$ cat config.mk
export PLATFORM = sky130hd
export DESIGN_NAME = three_rail_sequencer
export DESIGN_NICKNAME = d
export VERILOG_FILES = /design/src/inc/rail_seq_pkg.sv /design/src/rtl/tick_divider.sv /design/src/rtl/three_rail_sequencer.sv
export SDC_FILE = /design/constraint.sdc
export NUM_CORES = 1
export LEC_CHECK = 0
export ABC_AREA = 1
export BUFFER_PORTS_ARGS = -buffer_cell sky130_fd_sc_hd__buf_2
export CAP_MARGIN = 20
export CORE_UTILIZATION = 40
export DETAILED_ROUTE_END_ITERATION = 8
export PLACE_DENSITY = 0.59
export SETUP_SLACK_MARGIN = 0.5
export SYNTH_ARGS = -nofsm -noshare
export SYNTH_HDL_FRONTEND = slang
export SYNTH_SLANG_ARGS = --single-unit
export TNS_END_PERCENT = 30
$ cat constraint.sdc
create_clock -name clk -period 2.2 [get_ports clk]
set_input_delay 0.11 -clock clk [delete_from_list [all_inputs] [get_ports clk]]
set_output_delay 0.11 -clock clk [all_outputs]
set_load 0.01 [all_outputs]
$ cat src/inc/rail_seq_pkg.sv
// Package with timing constants, sequence options and states for the three-rail sequencer
package rail_seq_pkg;
   // ---------------------------------------------------------------
   // Clock and timebase
   // ---------------------------------------------------------------
   localparam int unsigned CLK_HZ         = 10_000_000;
   localparam int unsigned TICK_US        = 100;
   localparam int unsigned TICK_CYCLES    = CLK_HZ / 1_000_000 * TICK_US;
   localparam int unsigned TICKS_PER_MS   = 1000 / TICK_US;
   // ---------------------------------------------------------------
   // Delays in their own units
   // ---------------------------------------------------------------
   localparam int unsigned DEFAULT_DELAY_MS = 10;
   localparam int unsigned DEFAULT_DELAY_TICKS = DEFAULT_DELAY_MS * TICKS_PER_MS;
   localparam int unsigned REFRESH_US     = 400;
   localparam int unsigned REFRESH_TICKS  = (REFRESH_US + TICK_US - 1) / TICK_US;
   localparam int unsigned SETTLE_MS      = 120;
   localparam int unsigned SETTLE_TICKS   = SETTLE_MS * TICKS_PER_MS;
   localparam int unsigned TIMER_W        = 16;
   // ---------------------------------------------------------------
   // Power-down order options
   // ---------------------------------------------------------------
   localparam logic [2:0] SEQ_321 = 3'h0;
   localparam logic [2:0] SEQ_312 = 3'h1;
   localparam logic [2:0] SEQ_231 = 3'h2;
   localparam logic [2:0] SEQ_213 = 3'h3;
   localparam logic [2:0] SEQ_132 = 3'h4;
   localparam logic [2:0] SEQ_123 = 3'h5;
   localparam logic [2:0] SEQ_DEFAULT = SEQ_321;
   // ---------------------------------------------------------------
   // Sequencer states
   // ---------------------------------------------------------------
   typedef enum logic [2:0] {
      ST_OFF,
      ST_UP,
      ST_ON,
      ST_DOWN,
      ST_SETTLE_UP,
      ST_SETTLE_DOWN
   } seq_state_t;
endpackage

$ cat src/rtl/tick_divider.sv
// Master timebase divider producing a one-cycle tick enable
`timescale 1ns/1ps
`default_nettype none
module tick_divider #(
   parameter int unsigned DIVIDE = rail_seq_pkg::TICK_CYCLES
) (
   // Clock and reset
   input  wire logic clk,
   input  wire logic reset,
   // Tick output
   output logic      tick
);
   localparam int unsigned CW = $clog2(DIVIDE) + 1;
   logic [CW-1:0] count;

   always_ff @(posedge clk or posedge reset) begin
      if (reset) begin
         count <= '0;
         tick  <= 1'b0;
      end else if (count == CW'(DIVIDE - 1)) begin
         count <= '0;
         tick  <= 1'b1;
      end else begin
         count <= count + CW'(1);
         tick  <= 1'b0;
      end
   end
endmodule
`default_nettype wire

$ cat src/rtl/three_rail_sequencer.sv
// Three-rail power sequencer: enable-driven open-drain release and pull-down of three flags
// ---------------------------------------------------------------
// Overview of operation
// - Six timers: three power-up, three power-down
// - Flags low after reset until enable
// - Enable: timer then release flags 1,2,3
// - Disable: timer then pull flags down sequentially
// - Power-down delays independent from power-up delays
// - Enable drop during first timer cancels
// - Late drop finishes power-up, then power-down
// - Wait 120 ms after interrupted power-up
// - Late rise finishes power-down, then power-up
// - Wait 120 ms after interrupted power-down
// - All timers from one master tick
// - Add 400 us to timers one, four
// - Default order up 1-2-3, down 3-2-1
// - Power-up fixed, power-down follows option
// - Flags open-drain: pull low or release
// - Six selectable power-down orders
// - Standard options: one common delay value
// ---------------------------------------------------------------
`timescale 1ns/1ps
`default_nettype none
module three_rail_sequencer #(
   // Standard builds give all six delays the same common value
   parameter int unsigned DELAY1_TICKS = rail_seq_pkg::DEFAULT_DELAY_TICKS,
   parameter int unsigned DELAY2_TICKS = rail_seq_pkg::DEFAULT_DELAY_TICKS,
   parameter int unsigned DELAY3_TICKS = rail_seq_pkg::DEFAULT_DELAY_TICKS,
   parameter int unsigned DELAY4_TICKS = rail_seq_pkg::DEFAULT_DELAY_TICKS,
   parameter int unsigned DELAY5_TICKS = rail_seq_pkg::DEFAULT_DELAY_TICKS,
   parameter int unsigned DELAY6_TICKS = rail_seq_pkg::DEFAULT_DELAY_TICKS,
   parameter logic [2:0]  DOWN_ORDER   = rail_seq_pkg::SEQ_DEFAULT,
   parameter int unsigned TICK_DIVIDE  = rail_seq_pkg::TICK_CYCLES,
   parameter int unsigned SETTLE_TICKS = rail_seq_pkg::SETTLE_TICKS
) (
   // Clock and reset
   input  wire logic clk,
   input  wire logic reset,
   // Enable pin, asynchronous to clk
   input  wire logic enable,
   // Open-drain flags: input level, output level, output enable
   input  wire logic rail_release_first_in,
   output logic      rail_release_first_out,
   output logic      rail_release_first_oe,
   input  wire logic rail_release_second_in,
   output logic      rail_release_second_out,
   output logic      rail_release_second_oe,
   input  wire logic rail_release_third_in,
   output logic      rail_release_third_out,
   output logic      rail_release_third_oe,
   // Status
   output logic      sequence_busy
);
   localparam int unsigned TW = rail_seq_pkg::TIMER_W;

   // ---------------------------------------------------------------
   // Enable synchroniser
   // ---------------------------------------------------------------
   logic [2:0] en_sync;
   logic       en_level;

   always_ff @(posedge clk or posedge reset) begin
      if (reset) begin
         en_sync <= 3'h0;
      end else begin
         en_sync <= {en_sync[1:0], enable};
      end
   end

   // A change counts once the second and third stages agree
   always_ff @(posedge clk or posedge reset) begin
      if (reset) begin
         en_level <= 1'b0;
      end else if (en_sync[1] == en_sync[2]) begin
         en_level <= en_sync[2];
      end
   end

   // ---------------------------------------------------------------
   // Master timebase
   // ---------------------------------------------------------------
   logic tick;

   tick_divider #(
      .DIVIDE (TICK_DIVIDE)
   ) u_tick (
      .clk   (clk),
      .reset (reset),
      .tick  (tick)
   );

   // ---------------------------------------------------------------
   // Delay table
   // ---------------------------------------------------------------
   // Six independent delays; the first of each direction carries the refresh overhead
   function automatic logic [TW-1:0] delay_of(input logic down, input logic [1:0] step);
      int unsigned d;
      d = 0;
      if (!down) begin
         unique case (step)
            2'd0:    d = DELAY1_TICKS + rail_seq_pkg::REFRESH_TICKS;
            2'd1:    d = DELAY2_TICKS;
            default: d = DELAY3_TICKS;
         endcase
      end else begin
         unique case (step)
            2'd0:    d = DELAY4_TICKS + rail_seq_pkg::REFRESH_TICKS;
            2'd1:    d = DELAY5_TICKS;
            default: d = DELAY6_TICKS;
         endcase
      end
      if (d == 0) begin
         d = 1;
      end
      return d[TW-1:0];
   endfunction

   // Flag index pulled low at each power-down step
   function automatic logic [1:0] down_flag(input logic [1:0] step);
      logic [5:0] ord;
      ord = 6'h00;
      unique case (DOWN_ORDER)
         rail_seq_pkg::SEQ_321: ord = {2'd0, 2'd1, 2'd2};
         rail_seq_pkg::SEQ_312: ord = {2'd1, 2'd0, 2'd2};
         rail_seq_pkg::SEQ_231: ord = {2'd0, 2'd2, 2'd1};
         rail_seq_pkg::SEQ_213: ord = {2'd2, 2'd0, 2'd1};
         rail_seq_pkg::SEQ_132: ord = {2'd1, 2'd2, 2'd0};
         default:               ord = {2'd2, 2'd1, 2'd0};
      endcase
      unique case (step)
         2'd0:    return ord[1:0];
         2'd1:    return ord[3:2];
         default: return ord[5:4];
      endcase
   endfunction

   // ---------------------------------------------------------------
   // Sequencer state
   // ---------------------------------------------------------------
   rail_seq_pkg::seq_state_t state;
   logic [1:0]    step;
   logic [TW-1:0] timer;
   logic [2:0]    released;
   logic          pending;
   logic          expired;

   assign expired = tick && (timer == TW'(1));

   always_ff @(posedge clk or posedge reset) begin
      if (reset) begin
         state    <= rail_seq_pkg::ST_OFF;
         step     <= 2'd0;
         timer    <= '0;
         released <= 3'h0;
         pending  <= 1'b0;
      end else begin
         unique case (state)
            rail_seq_pkg::ST_OFF: begin
               if (en_level) begin
                  state <= rail_seq_pkg::ST_UP;
                  step  <= 2'd0;
                  timer <= delay_of(1'b0, 2'd0);
                  pending <= 1'b0;
               end
            end
            rail_seq_pkg::ST_UP: begin
               if (!en_level && step == 2'd0) begin
                  state <= rail_seq_pkg::ST_OFF;
               end else if (!en_level && !pending) begin
                  // Late drop restarts the running timer and completes power-up
                  pending <= 1'b1;
                  timer   <= delay_of(1'b0, step);
               end else if (expired) begin
                  released[step] <= 1'b1;
                  if (step == 2'd2) begin
                     if (pending) begin
                        state <= rail_seq_pkg::ST_SETTLE_DOWN;
                        timer <= TW'(SETTLE_TICKS);
                     end else begin
                        state <= rail_seq_pkg::ST_ON;
                     end
                  end else begin
                     step  <= step + 2'd1;
                     timer <= delay_of(1'b0, step + 2'd1);
                  end
               end else if (tick) begin
                  timer <= timer - TW'(1);
               end
            end
            rail_seq_pkg::ST_ON: begin
               if (!en_level) begin
                  state   <= rail_seq_pkg::ST_DOWN;
                  step    <= 2'd0;
                  timer   <= delay_of(1'b1, 2'd0);
                  pending <= 1'b0;
               end
            end
            rail_seq_pkg::ST_DOWN: begin
               if (en_level && step == 2'd0) begin
                  state <= rail_seq_pkg::ST_ON;
               end else if (en_level && !pending) begin
                  pending <= 1'b1;
                  timer   <= delay_of(1'b1, step);
               end else if (expired) begin
                  released[down_flag(step)] <= 1'b0;
                  if (step == 2'd2) begin
                     if (pending) begin
                        state <= rail_seq_pkg::ST_SETTLE_UP;
                        timer <= TW'(SETTLE_TICKS);
                     end else begin
                        state <= rail_seq_pkg::ST_OFF;
                     end
                  end else begin
                     step  <= step + 2'd1;
                     timer <= delay_of(1'b1, step + 2'd1);
                  end
               end else if (tick) begin
                  timer <= timer - TW'(1);
               end
            end
            rail_seq_pkg::ST_SETTLE_DOWN: begin
               // After the wait, follow the enable level as it stands then
               if (expired) begin
                  pending <= 1'b0;
                  step    <= 2'd0;
                  if (en_level) begin
                     state <= rail_seq_pkg::ST_ON;
                  end else begin
                     state <= rail_seq_pkg::ST_DOWN;
                     timer <= delay_of(1'b1, 2'd0);
                  end
               end else if (tick) begin
                  timer <= timer - TW'(1);
               end
            end
            rail_seq_pkg::ST_SETTLE_UP: begin
               if (expired) begin
                  pending <= 1'b0;
                  step    <= 2'd0;
                  if (en_level) begin
                     state <= rail_seq_pkg::ST_UP;
                     timer <= delay_of(1'b0, 2'd0);
                  end else begin
                     state <= rail_seq_pkg::ST_OFF;
                  end
               end else if (tick) begin
                  timer <= timer - TW'(1);
               end
            end
            default: begin
               state <= rail_seq_pkg::ST_OFF;
            end
         endcase
      end
   end

   // ---------------------------------------------------------------
   // Open-drain outputs
   // ---------------------------------------------------------------
   // Output level is always low; the pad is released by dropping the enable
   assign rail_release_first_out  = 1'b0;
   assign rail_release_second_out = 1'b0;
   assign rail_release_third_out  = 1'b0;
   assign rail_release_first_oe   = ~released[0];
   assign rail_release_second_oe  = ~released[1];
   assign rail_release_third_oe   = ~released[2];

   assign sequence_busy = (state != rail_seq_pkg::ST_OFF) && (state != rail_seq_pkg::ST_ON);
endmodule
`default_nettype wire

==> summary.md, run 1 <==
| Metric | Value |
|---|---|
| Status | finished, final reports clean |
| CTS Buf Count | 5 |
| Antenna violations before repair | 0 |
| CTS tree | built |
| Final Power | 4.691 mW |
| Data arrival time of the critical path | 2.05 ns |
| Clock Pin Slew Worst Setup and Hold Paths | 0.09 ns |
| Via Count | 3,322 |
| Commonest cells after routing, fill and taps aside | nand2_1 (124), nor2_1 (51), inv_1 (45), dfrtp_1 (36), buf_4 (34) |
| Clock skew | 0.003193 ns |
| Mapped Area | 0.003163 sq mm |
| IO Pins | 13 |
| HPWL after DPL | 6300 um |
| FF-to-FF Start | timer[1] |
| Fill cell total of the finished layout | 757 |
| Period utilisation layout | 84.31% |
| Final TNS setup | 0 ns |
| Critical Path RT | 2.39 ns |
| Storage cell area | 0.001032 sq mm |
| Syn_area_per_cell | 6.522 sq um |
| Critical path endpoint category | flip-flop |
| WL per Instance | 14.22 um |
| Ys Warns | 0 |
| Worst skew pair latency | 0.31 ns |
| CP Cell Sequence | inv_2, ha_4, inv_2, nor2_4, buf_6, nand2_2, nor3_2, nand3_2, inv_2, nand2_2, nand2_2, nand3_4, nand2_1, o21ai_1 |
| Most common cell after layout, fill and taps aside | nand2_1 |
| Largest net degree at the start of global routing | 42 |
| Pre-CTS setup slack | 0.1755 ns |
| Worst-Margin Slew | 0.5354 ns |
| Clock tree root driver cell | clkbuf_8 |
| Crit start category | flip-flop |
| Slew Limit Fails | 0 |
| Cell variety after synth | 41 |
| Top post-synthesis cells by area | dfrtp_1 (32%), nand2_1 (16%), nor2_1 (7.2%) |
| Share of post-route cells with drive strength above 1 | 26.49% |
| Worst-case clock buffer depth | 2 |
| Die H | 90.93 um |
| Rel. slew slack | 64.30% |
| Total Wirelength | 9071 um |
| RSZ-0062 raised after global routing | true |
| CP Max Fanout | 5 |
| Die width | 90.93 um |
| Post-route cell area | 0.004085 sq mm |
| Worst reg-to-reg setup slack | 0.35 ns |
| Hold Path Class | flip-flop to flip-flop |
| Power Density | 1148 mW/mm^2 |
| Crit-path max cell delay | 0.40 ns |
| Initial drt markers | 308 |
| Final count of negative-setup-slack endpoints | 0 |
| Avg Vias per Cell | 5.207 |
| Worst-case reg-to-reg path depth | 14 |
| Peak Freq | 539.2 MHz |
| Post-synthesis register bit count | 41 |
| P_leak | 1.952 nW |
| Port buffer count | 6 |
| Multi-input combinational cell area | 0.002086 sq mm |
| Clk sinks | 41 |
| First drt pass iteration count | 5 |
| Post-DRT Antenna Nets | 0 |
| Minimum clock period | 1.855 ns |
| Cells after Synth | 485 |
| P&R area growth vs syn | 29.15% |
| Worst setup margin | 0.3452 ns |
| Top cell type's share of synthesized area | 32.44% |
| Number of diodes | 0 |
| Sequential fraction of the synthesis area | 32.44% |
| Worst path slowest cell | dfrtp_1 |
| Non-Filler Instances | 638 |
| R2R Path End | state[1] |
| Critical path type | flip-flop to flip-flop |
| H-tree lvl count | 2 |
| Starting Density | 41.15% |
| # DRC | 0 |
| GR Util All Layers | 22.99% |
| First-pass GRT wire length | 15,130 um |
| HP Start | en_sync[0] |
| Hold Path End | en_sync[1] |
| Die area | 0.008267 sq mm |
| Num rows | 32 |
| Placed Instances | 602 |
| Area leader, netlist | dfrtp_1 |
| GP Congestion | 0.9193 |
| Final hold vios | 0 |
| GR Overflow Total | 0 |
| Hold path depth | 0 |
| Number of maximum-capacitance violations | 0 |
| VDD IR max | 0.4967 mV |
| Vias in the first global route | 3,222 |
| Core Region | 0.007687 sq mm |
| DP Area | 0.003396 sq mm |
| Nets | 551 |
[routing by layer]
layer	wire length (um)	GRT usage (%)	share of wire (%)	up-vias
met5	0	0	0	-
met4	145	6.614	1.6	0
met3	416	3.030	4.6	13
met2	4356	38.76	48	94
met1	4152	30.76	46	1544
li1	-	-	-	1671
[registers in the layout, indices dropped and copies added, names as in the netlist]
signal,count
en_sync,3
timer,16
state,3
step,2
u_tick.tick,1
pending,1
released,3
u_tick.count,11
en_level,1
[cell type report]
| type | count | share of cell area (%) |
|---|---|---|
| clock inverters | 3 | 1.072 |
| flip-flops and latches | 41 | 25.27 |
| well taps | 102 | 3.124 |
| multi-input cells | 367 | 51.06 |
| inverters | 64 | 5.911 |
| repair buffers | 56 | 11.88 |
| clock buffers | 5 | 1.685 |
[critical path, delay by kind of cell, from the launching register on]
kind | cells | cell delay [ns]
adder cells (fa/ha/maj) | 1 | 0.12
AND/OR/NAND/NOR | 8 | 0.81
buffers and inverters | 4 | 0.34
AO/OA/AOI/OAI | 1 | 0.07
flip-flops | 1 | 0.40
[Yosys cell counts, drive strengths merged]
| library cell | n |
|---|---|
| nand4 | 10 |
| dfrtp | 41 |
| nor2 | 69 |
| xor2 | 4 |
| ha | 10 |
| a21boi | 1 |
| a22oi | 1 |
| inv | 62 |
| and2 | 1 |
| o211ai | 6 |
| buf | 13 |
| nor3b | 1 |
| nor3 | 10 |
| o21ai | 33 |
| clkinv | 2 |
| a31oi | 2 |
| a21oi | 29 |
| nand3 | 30 |
| o21bai | 1 |
| o22ai | 4 |
| a211oi | 1 |
| xnor2 | 2 |
| clkbuf | 2 |
| nand2 | 140 |
| maj3 | 1 |
| conb | 1 |
| or2 | 2 |
| nor4 | 3 |
| nand3b | 3 |
[stage by stage]
step / util [%] / hold slack (ns)
finish: 53.14 / 0.3619
global route: 53.14 / 0.3709
CTS: 50.96 / 0.3593
detailed placement: 44.17 / 0.2197
global placement: 44.17 / 0.2201
floorplan: - / 0.1414
[worst max path at each step]
stage / slack (ns) / to / cells after the start / start
3_5_place_dp: 0.18 / step[0] / 12 / step[0]
3_3_place_gp: 0.23 / timer[10] / 12 / step[0]
5_1_grt: 0.21 / timer[8] / 15 / timer[1]
6_report: 0.35 / state[1] / 14 / timer[1]
4_1_cts: 0.38 / state[2] / 13 / timer[1]
2_1_floorplan: 0.50 / timer[9] / 13 / step[0]
[power by group]
group / internal (mW) / switching (mW) / leakage [nW]
clock network: 0.341 / 0.310 / 0.0585
logic: 1.11 / 1.84 / 1.38
registers: 0.910 / 0.176 / 0.515
total: 2.36 / 2.33 / 1.95
[cells by family after synthesis]
group,share of synthesized area (%)
xor+xnor,1.661
buf+inv,10.68
fa+ha+maj,4.272
simple gates,37.18
flops,32.44
compound gates,13.65
other cells,0.1186
[what timing repair did]
item                                   CTS  global route
setup buffers                           20             5
setup endpoints to repair               25            26
cloned                                   1             0
resized for setup                       53            44
pin swaps                               21            21
endpoints found under the hold margin   42             0
hold buffers                             2             0
No activity file was read; power rests on OpenSTA's default activity.
==> run 2, diff against run 1 <==
--- a/config.mk
+++ b/config.mk
@@ -5,12 +5,12 @@
 export SDC_FILE = /design/constraint.sdc
 export NUM_CORES = 1
 export LEC_CHECK = 0
-export ABC_AREA = 1
+export ABC_AREA = 0
 export BUFFER_PORTS_ARGS = -buffer_cell sky130_fd_sc_hd__buf_2
 export CAP_MARGIN = 20
 export CORE_UTILIZATION = 40
 export DETAILED_ROUTE_END_ITERATION = 8
-export PLACE_DENSITY = 0.59
+export PLACE_DENSITY = 0.61
 export SETUP_SLACK_MARGIN = 0.5
 export SYNTH_ARGS = -nofsm -noshare
 export SYNTH_HDL_FRONTEND = slang
==> constraint.sdc (replaced) <==
create_clock -name clk -period 1.65 [get_ports clk]
set_input_delay 0.0825 -clock clk [delete_from_list [all_inputs] [get_ports clk]]
set_output_delay 0.0825 -clock clk [all_outputs]
set_load 0.01 [all_outputs]
==> run 2 against run 1 <==
Compared with the run above: the flow now finishes with violations (setup timing); clock skew grew 0.0057 ns; global-route usage increased by 4.7 points; non-clock buffer count is 79 higher; die area fell by 3.8%; sequential share of layout area is 3.7 points lower; critical path type unchanged.
==> summary.md, run 2 <==
| Metric | Value |
|---|---|
| VDD IR max | 0.7350 mV (was 0.4967 mV) |
| Area leader, netlist | dfrtp_1 (unchanged) |
| Worst setup margin | -0.4249 ns (was 0.3452 ns) |
| Total Wirelength | 10,440 um (was 9071 um) |
| Data arrival time of the critical path | 2.27 ns (was 2.05 ns) |
| Cell variety after synth | 69 (was 41) |
| Core Region | 0.007292 sq mm (was 0.007687 sq mm) |
| Die H | 89.17 um (was 90.93 um) |
| Nets | 510 (was 551) |
| Final hold vios | 0 (unchanged) |
| Fill cell total of the finished layout | 610 (was 757) |
| First-pass GRT wire length | 16,480 um (was 15,130 um) |
| Number of diodes | 0 (unchanged) |
| GR Overflow Total | 0 (unchanged) |
| Worst path slowest cell | or4b_4 (was dfrtp_1) |
| Num rows | 31 (was 32) |
| Starting Density | 41.68% (was 41.15%) |
| Post-synthesis register bit count | 41 (unchanged) |
| Period utilisation layout | 125.8% (was 84.31%) |
| P&R area growth vs syn | 56.81% (was 29.15%) |
| Final TNS setup | -7.341 ns (was 0 ns) |
| Die width | 89.17 um (was 90.93 um) |
| WL per Instance | 17.57 um (was 14.22 um) |
| Syn_area_per_cell | 8.148 sq um (was 6.522 sq um) |
| Storage cell area | 0.001030 sq mm (was 0.001032 sq mm) |
| Avg Vias per Cell | 5.803 (was 5.207) |
| Crit start category | flip-flop (unchanged) |
| Top post-synthesis cells by area | dfrtp_1 (34%), a21oi_1 (5.1%), nand2_1 (4.6%) (was dfrtp_1 (32%), nand2_1 (16%), nor2_1 (7.2%)) |
| Max reg flops | 16 (unchanged) |
| Top reg by flops | timer (unchanged) |
| GR Util All Layers | 27.64% (was 22.99%) |
| Slew Limit Fails | 0 (unchanged) |
| Cells after Synth | 373 (was 485) |
| RSZ-0062 raised after global routing | true (unchanged) |
| IO Pins | 13 (unchanged) |
| Worst skew pair latency | 0.30 ns (was 0.31 ns) |
| Minimum clock period | 2.075 ns (was 1.855 ns) |
| Critical path endpoint category | flip-flop (unchanged) |
| Non-Filler Instances | 594 (was 638) |
| Worst-case clock buffer depth | 2 (unchanged) |
| Most common cell after layout, fill and taps aside | buf_4 (was nand2_1) |
| Multi-input combinational cell area | 0.002365 sq mm (was 0.002086 sq mm) |
| Worst-Margin Slew | 0.5479 ns (was 0.5354 ns) |
| CTS Buf Count | 5 (unchanged) |
| Commonest cells after routing, fill and taps aside | buf_4 (113), dfrtp_1 (38), nand2_1 (31), nor2_1 (24), a21oi_1 (23) (was nand2_1 (124), nor2_1 (51), inv_1 (45), dfrtp_1 (36), buf_4 (34)) |
| CP Max Fanout | 2 (was 5) |
| Number of synthesized flops with an enable pin | 0 (unchanged) |
| Rel. slew slack | 63.47% (was 64.30%) |
| Die area | 0.007950 sq mm (was 0.008267 sq mm) |
| Status | finished with violations (was finished, final reports clean) |
| Critical path type | flip-flop to flip-flop (unchanged) |
| Top cell type's share of synthesized area | 33.76% (was 32.44%) |
| Initial drt markers | 185 (was 308) |
| Commonest cells in the synthesized netlist | dfrtp_1 (41), nand2_1 (37), nor2_1 (35), a21oi_1 (31) (was nand2_1 (135), nor2_1 (61), inv_1 (55), dfrtp_1 (41), nand3_1 (29)) |
| Power Density | 1172 mW/mm^2 (was 1148 mW/mm^2) |
| Largest net degree at the start of global routing | 42 (unchanged) |
| Violated checks | setup timing |
| Critical Path RT | 1.84 ns (was 2.39 ns) |
| Most frequent cell after synthesis | dfrtp_1 (was nand2_1) |
| CP Cell Sequence | buf_6, or4b_4, or3_4, o311a_1, o31a_1 (was inv_2, ha_4, inv_2, nor2_4, buf_6, nand2_2, nor3_2, nand3_2, inv_2, nand2_2, nand2_2, nand3_4, nand2_1, o21ai_1) |
| Ys async rst share | 100.0% (unchanged) |
| Clk sinks | 41 (unchanged) |
| Vias in the first global route | 3,449 (was 3,222) |
| H-tree lvl count | 2 (unchanged) |
| Ys Warns | 0 (unchanged) |
| Placed Instances | 571 (was 602) |
| Final count of negative-setup-slack endpoints | 25 (was 0) |
| Clock skew | 0.008887 ns (was 0.003193 ns) |
| Antenna violations before repair | 0 (unchanged) |
| Crit-path max cell delay | 0.52 ns (was 0.40 ns) |
| CTS tree | built (unchanged) |
| Post-synth top flop | dfrtp_1 (unchanged) |
| # DRC | 0 (unchanged) |
| Clock tree root driver cell | clkbuf_8 (unchanged) |
| P_leak | 2.021 nW (was 1.952 nW) |
| Pre-CTS setup slack | -0.4219 ns (was 0.1755 ns) |
| Sequential fraction of the synthesis area | 33.76% (was 32.44%) |
| Largest registers | timer x16, u_tick.count x11 (unchanged) |
| HPWL after DPL | 7024 um (was 6300 um) |
| Clock Pin Slew Worst Setup and Hold Paths | 0.09 ns (about the same) |
| Fin util | 65.36% (was 53.14%) |
| Peak Freq | 481.9 MHz (was 539.2 MHz) |
| Hold Path Class | flip-flop to flip-flop (unchanged) |
| Via Count | 3,447 (was 3,322) |
| Port buffer count | 6 (unchanged) |
| GP Congestion | 0.9413 (was 0.9193) |
| Share of post-route cells with drive strength above 1 | 47.88% (was 26.49%) |
| First drt pass iteration count | 5 (unchanged) |
| Number of maximum-capacitance violations | 0 (unchanged) |
| Post-DRT Antenna Nets | 0 (unchanged) |
| Mapped Area | 0.003039 sq mm (was 0.003163 sq mm) |
## run 2: changes by cell type in the layout (fill, tap and decap cells not counted), moves of 6 or more
cell | before | now
buf_4 | 34 | 113
inv_2 | 16 | 2
nand2_1 | 124 | 31
nor2_1 | 51 | 24
inv_1 | 45 | 14
nand2_2 | 11 | 5
nor2b_1 | 0 | 9
nand3_1 | 24 | 13
## run 2: final timing paths
path / start / endpoint / slack, ns / cells past startpoint
worst max-delay path: timer[1] / timer[5] / -0.42 / 5
worst min-delay path: en_sync[0] / en_sync[1] / 0.37 / 0
worst max register to register: timer[1] / timer[5] / -0.42 / 5
worst min register to register: en_sync[0] / en_sync[1] / 0.37 / 0
max in group asynchronous: reset / en_level / 0.82 / 4
min in group asynchronous: reset / u_tick.count[1] / 0.43 / 4
## run 2: report_power, final
group | total [mW] | switching [mW] | internal (mW)
logic | 3.52 | 1.81 | 1.70
registers | 1.21 | 0.136 | 1.08
clock network | 0.853 | 0.400 | 0.453
## run 2: final cells by class
cell class | instances | area share (%)
repair buffers | 135 | 22.34
well taps | 99 | 2.599
clock buffers | 5 | 1.444
inverters | 18 | 1.418
clock inverters | 3 | 0.9714
multi-input cells | 293 | 49.62
flip-flops and latches | 41 | 21.61
## run 2: kinds of logic (layout without fill, tap and decap cells)
kind of cell	count (synthesis)	in the layout	share of synthesized area [%]
AOI/OAI and AO/OA	113	113	23.55
xor gates and xnor gates	9	9	2.594
adders and majority gates	11	11	4.446
buffers and inverters	41	161	6.216
DFF	41	41	33.76
muxes	5	5	1.811
other	1	3	0.1234
and+or+nand+nor	152	152	27.50
## run 2: routing by layer
metal  track usage, %  wire length [um]  vias to the layer above  part of all wire (%)
met4            10.25               277                        0                   2.7
met5                0                 0                        -                     0
met1            34.62              4406                     1677                    42
li1                 -                 -                     1600                     -
met3            4.340               589                       30                   5.6
met2            48.09              5163                      140                    49
## run 2: critical path: cells and delay by family, from the launching register on
family / cells / cell delay [ns]
buffers and inverters: 1 / 0.13
AND/OR/NAND/NOR: 2 / 0.87
flip-flops: 1 / 0.41
AO/OA/AOI/OAI: 2 / 0.56
## run 2: stage by stage
| step | hold slack, ns | cell area, sq um | power (mW) |
|---|---|---|---|
| after floorplan | 0.1139 | 3172 | 2.815 |
| after global placement | 0.1935 | 4035 | 4.018 |
| after detailed placement | 0.2001 | 4035 | 4.048 |
| after CTS | 0.3681 | 4572 | 5.223 |
| after global routing | 0.3800 | 4766 | 5.866 |
| final | 0.3668 | 4766 | 5.584 |
## run 2: repair_timing
item | in CTS | in global routing
resized for setup | 77 | 36
setup buffers | 11 | 2
pin swaps | 44 | 22
cloned | 0 | 0
setup endpoints to repair | 36 | 36
hold endpoints to repair | 42 | 0
hold buffers | 2 | 0
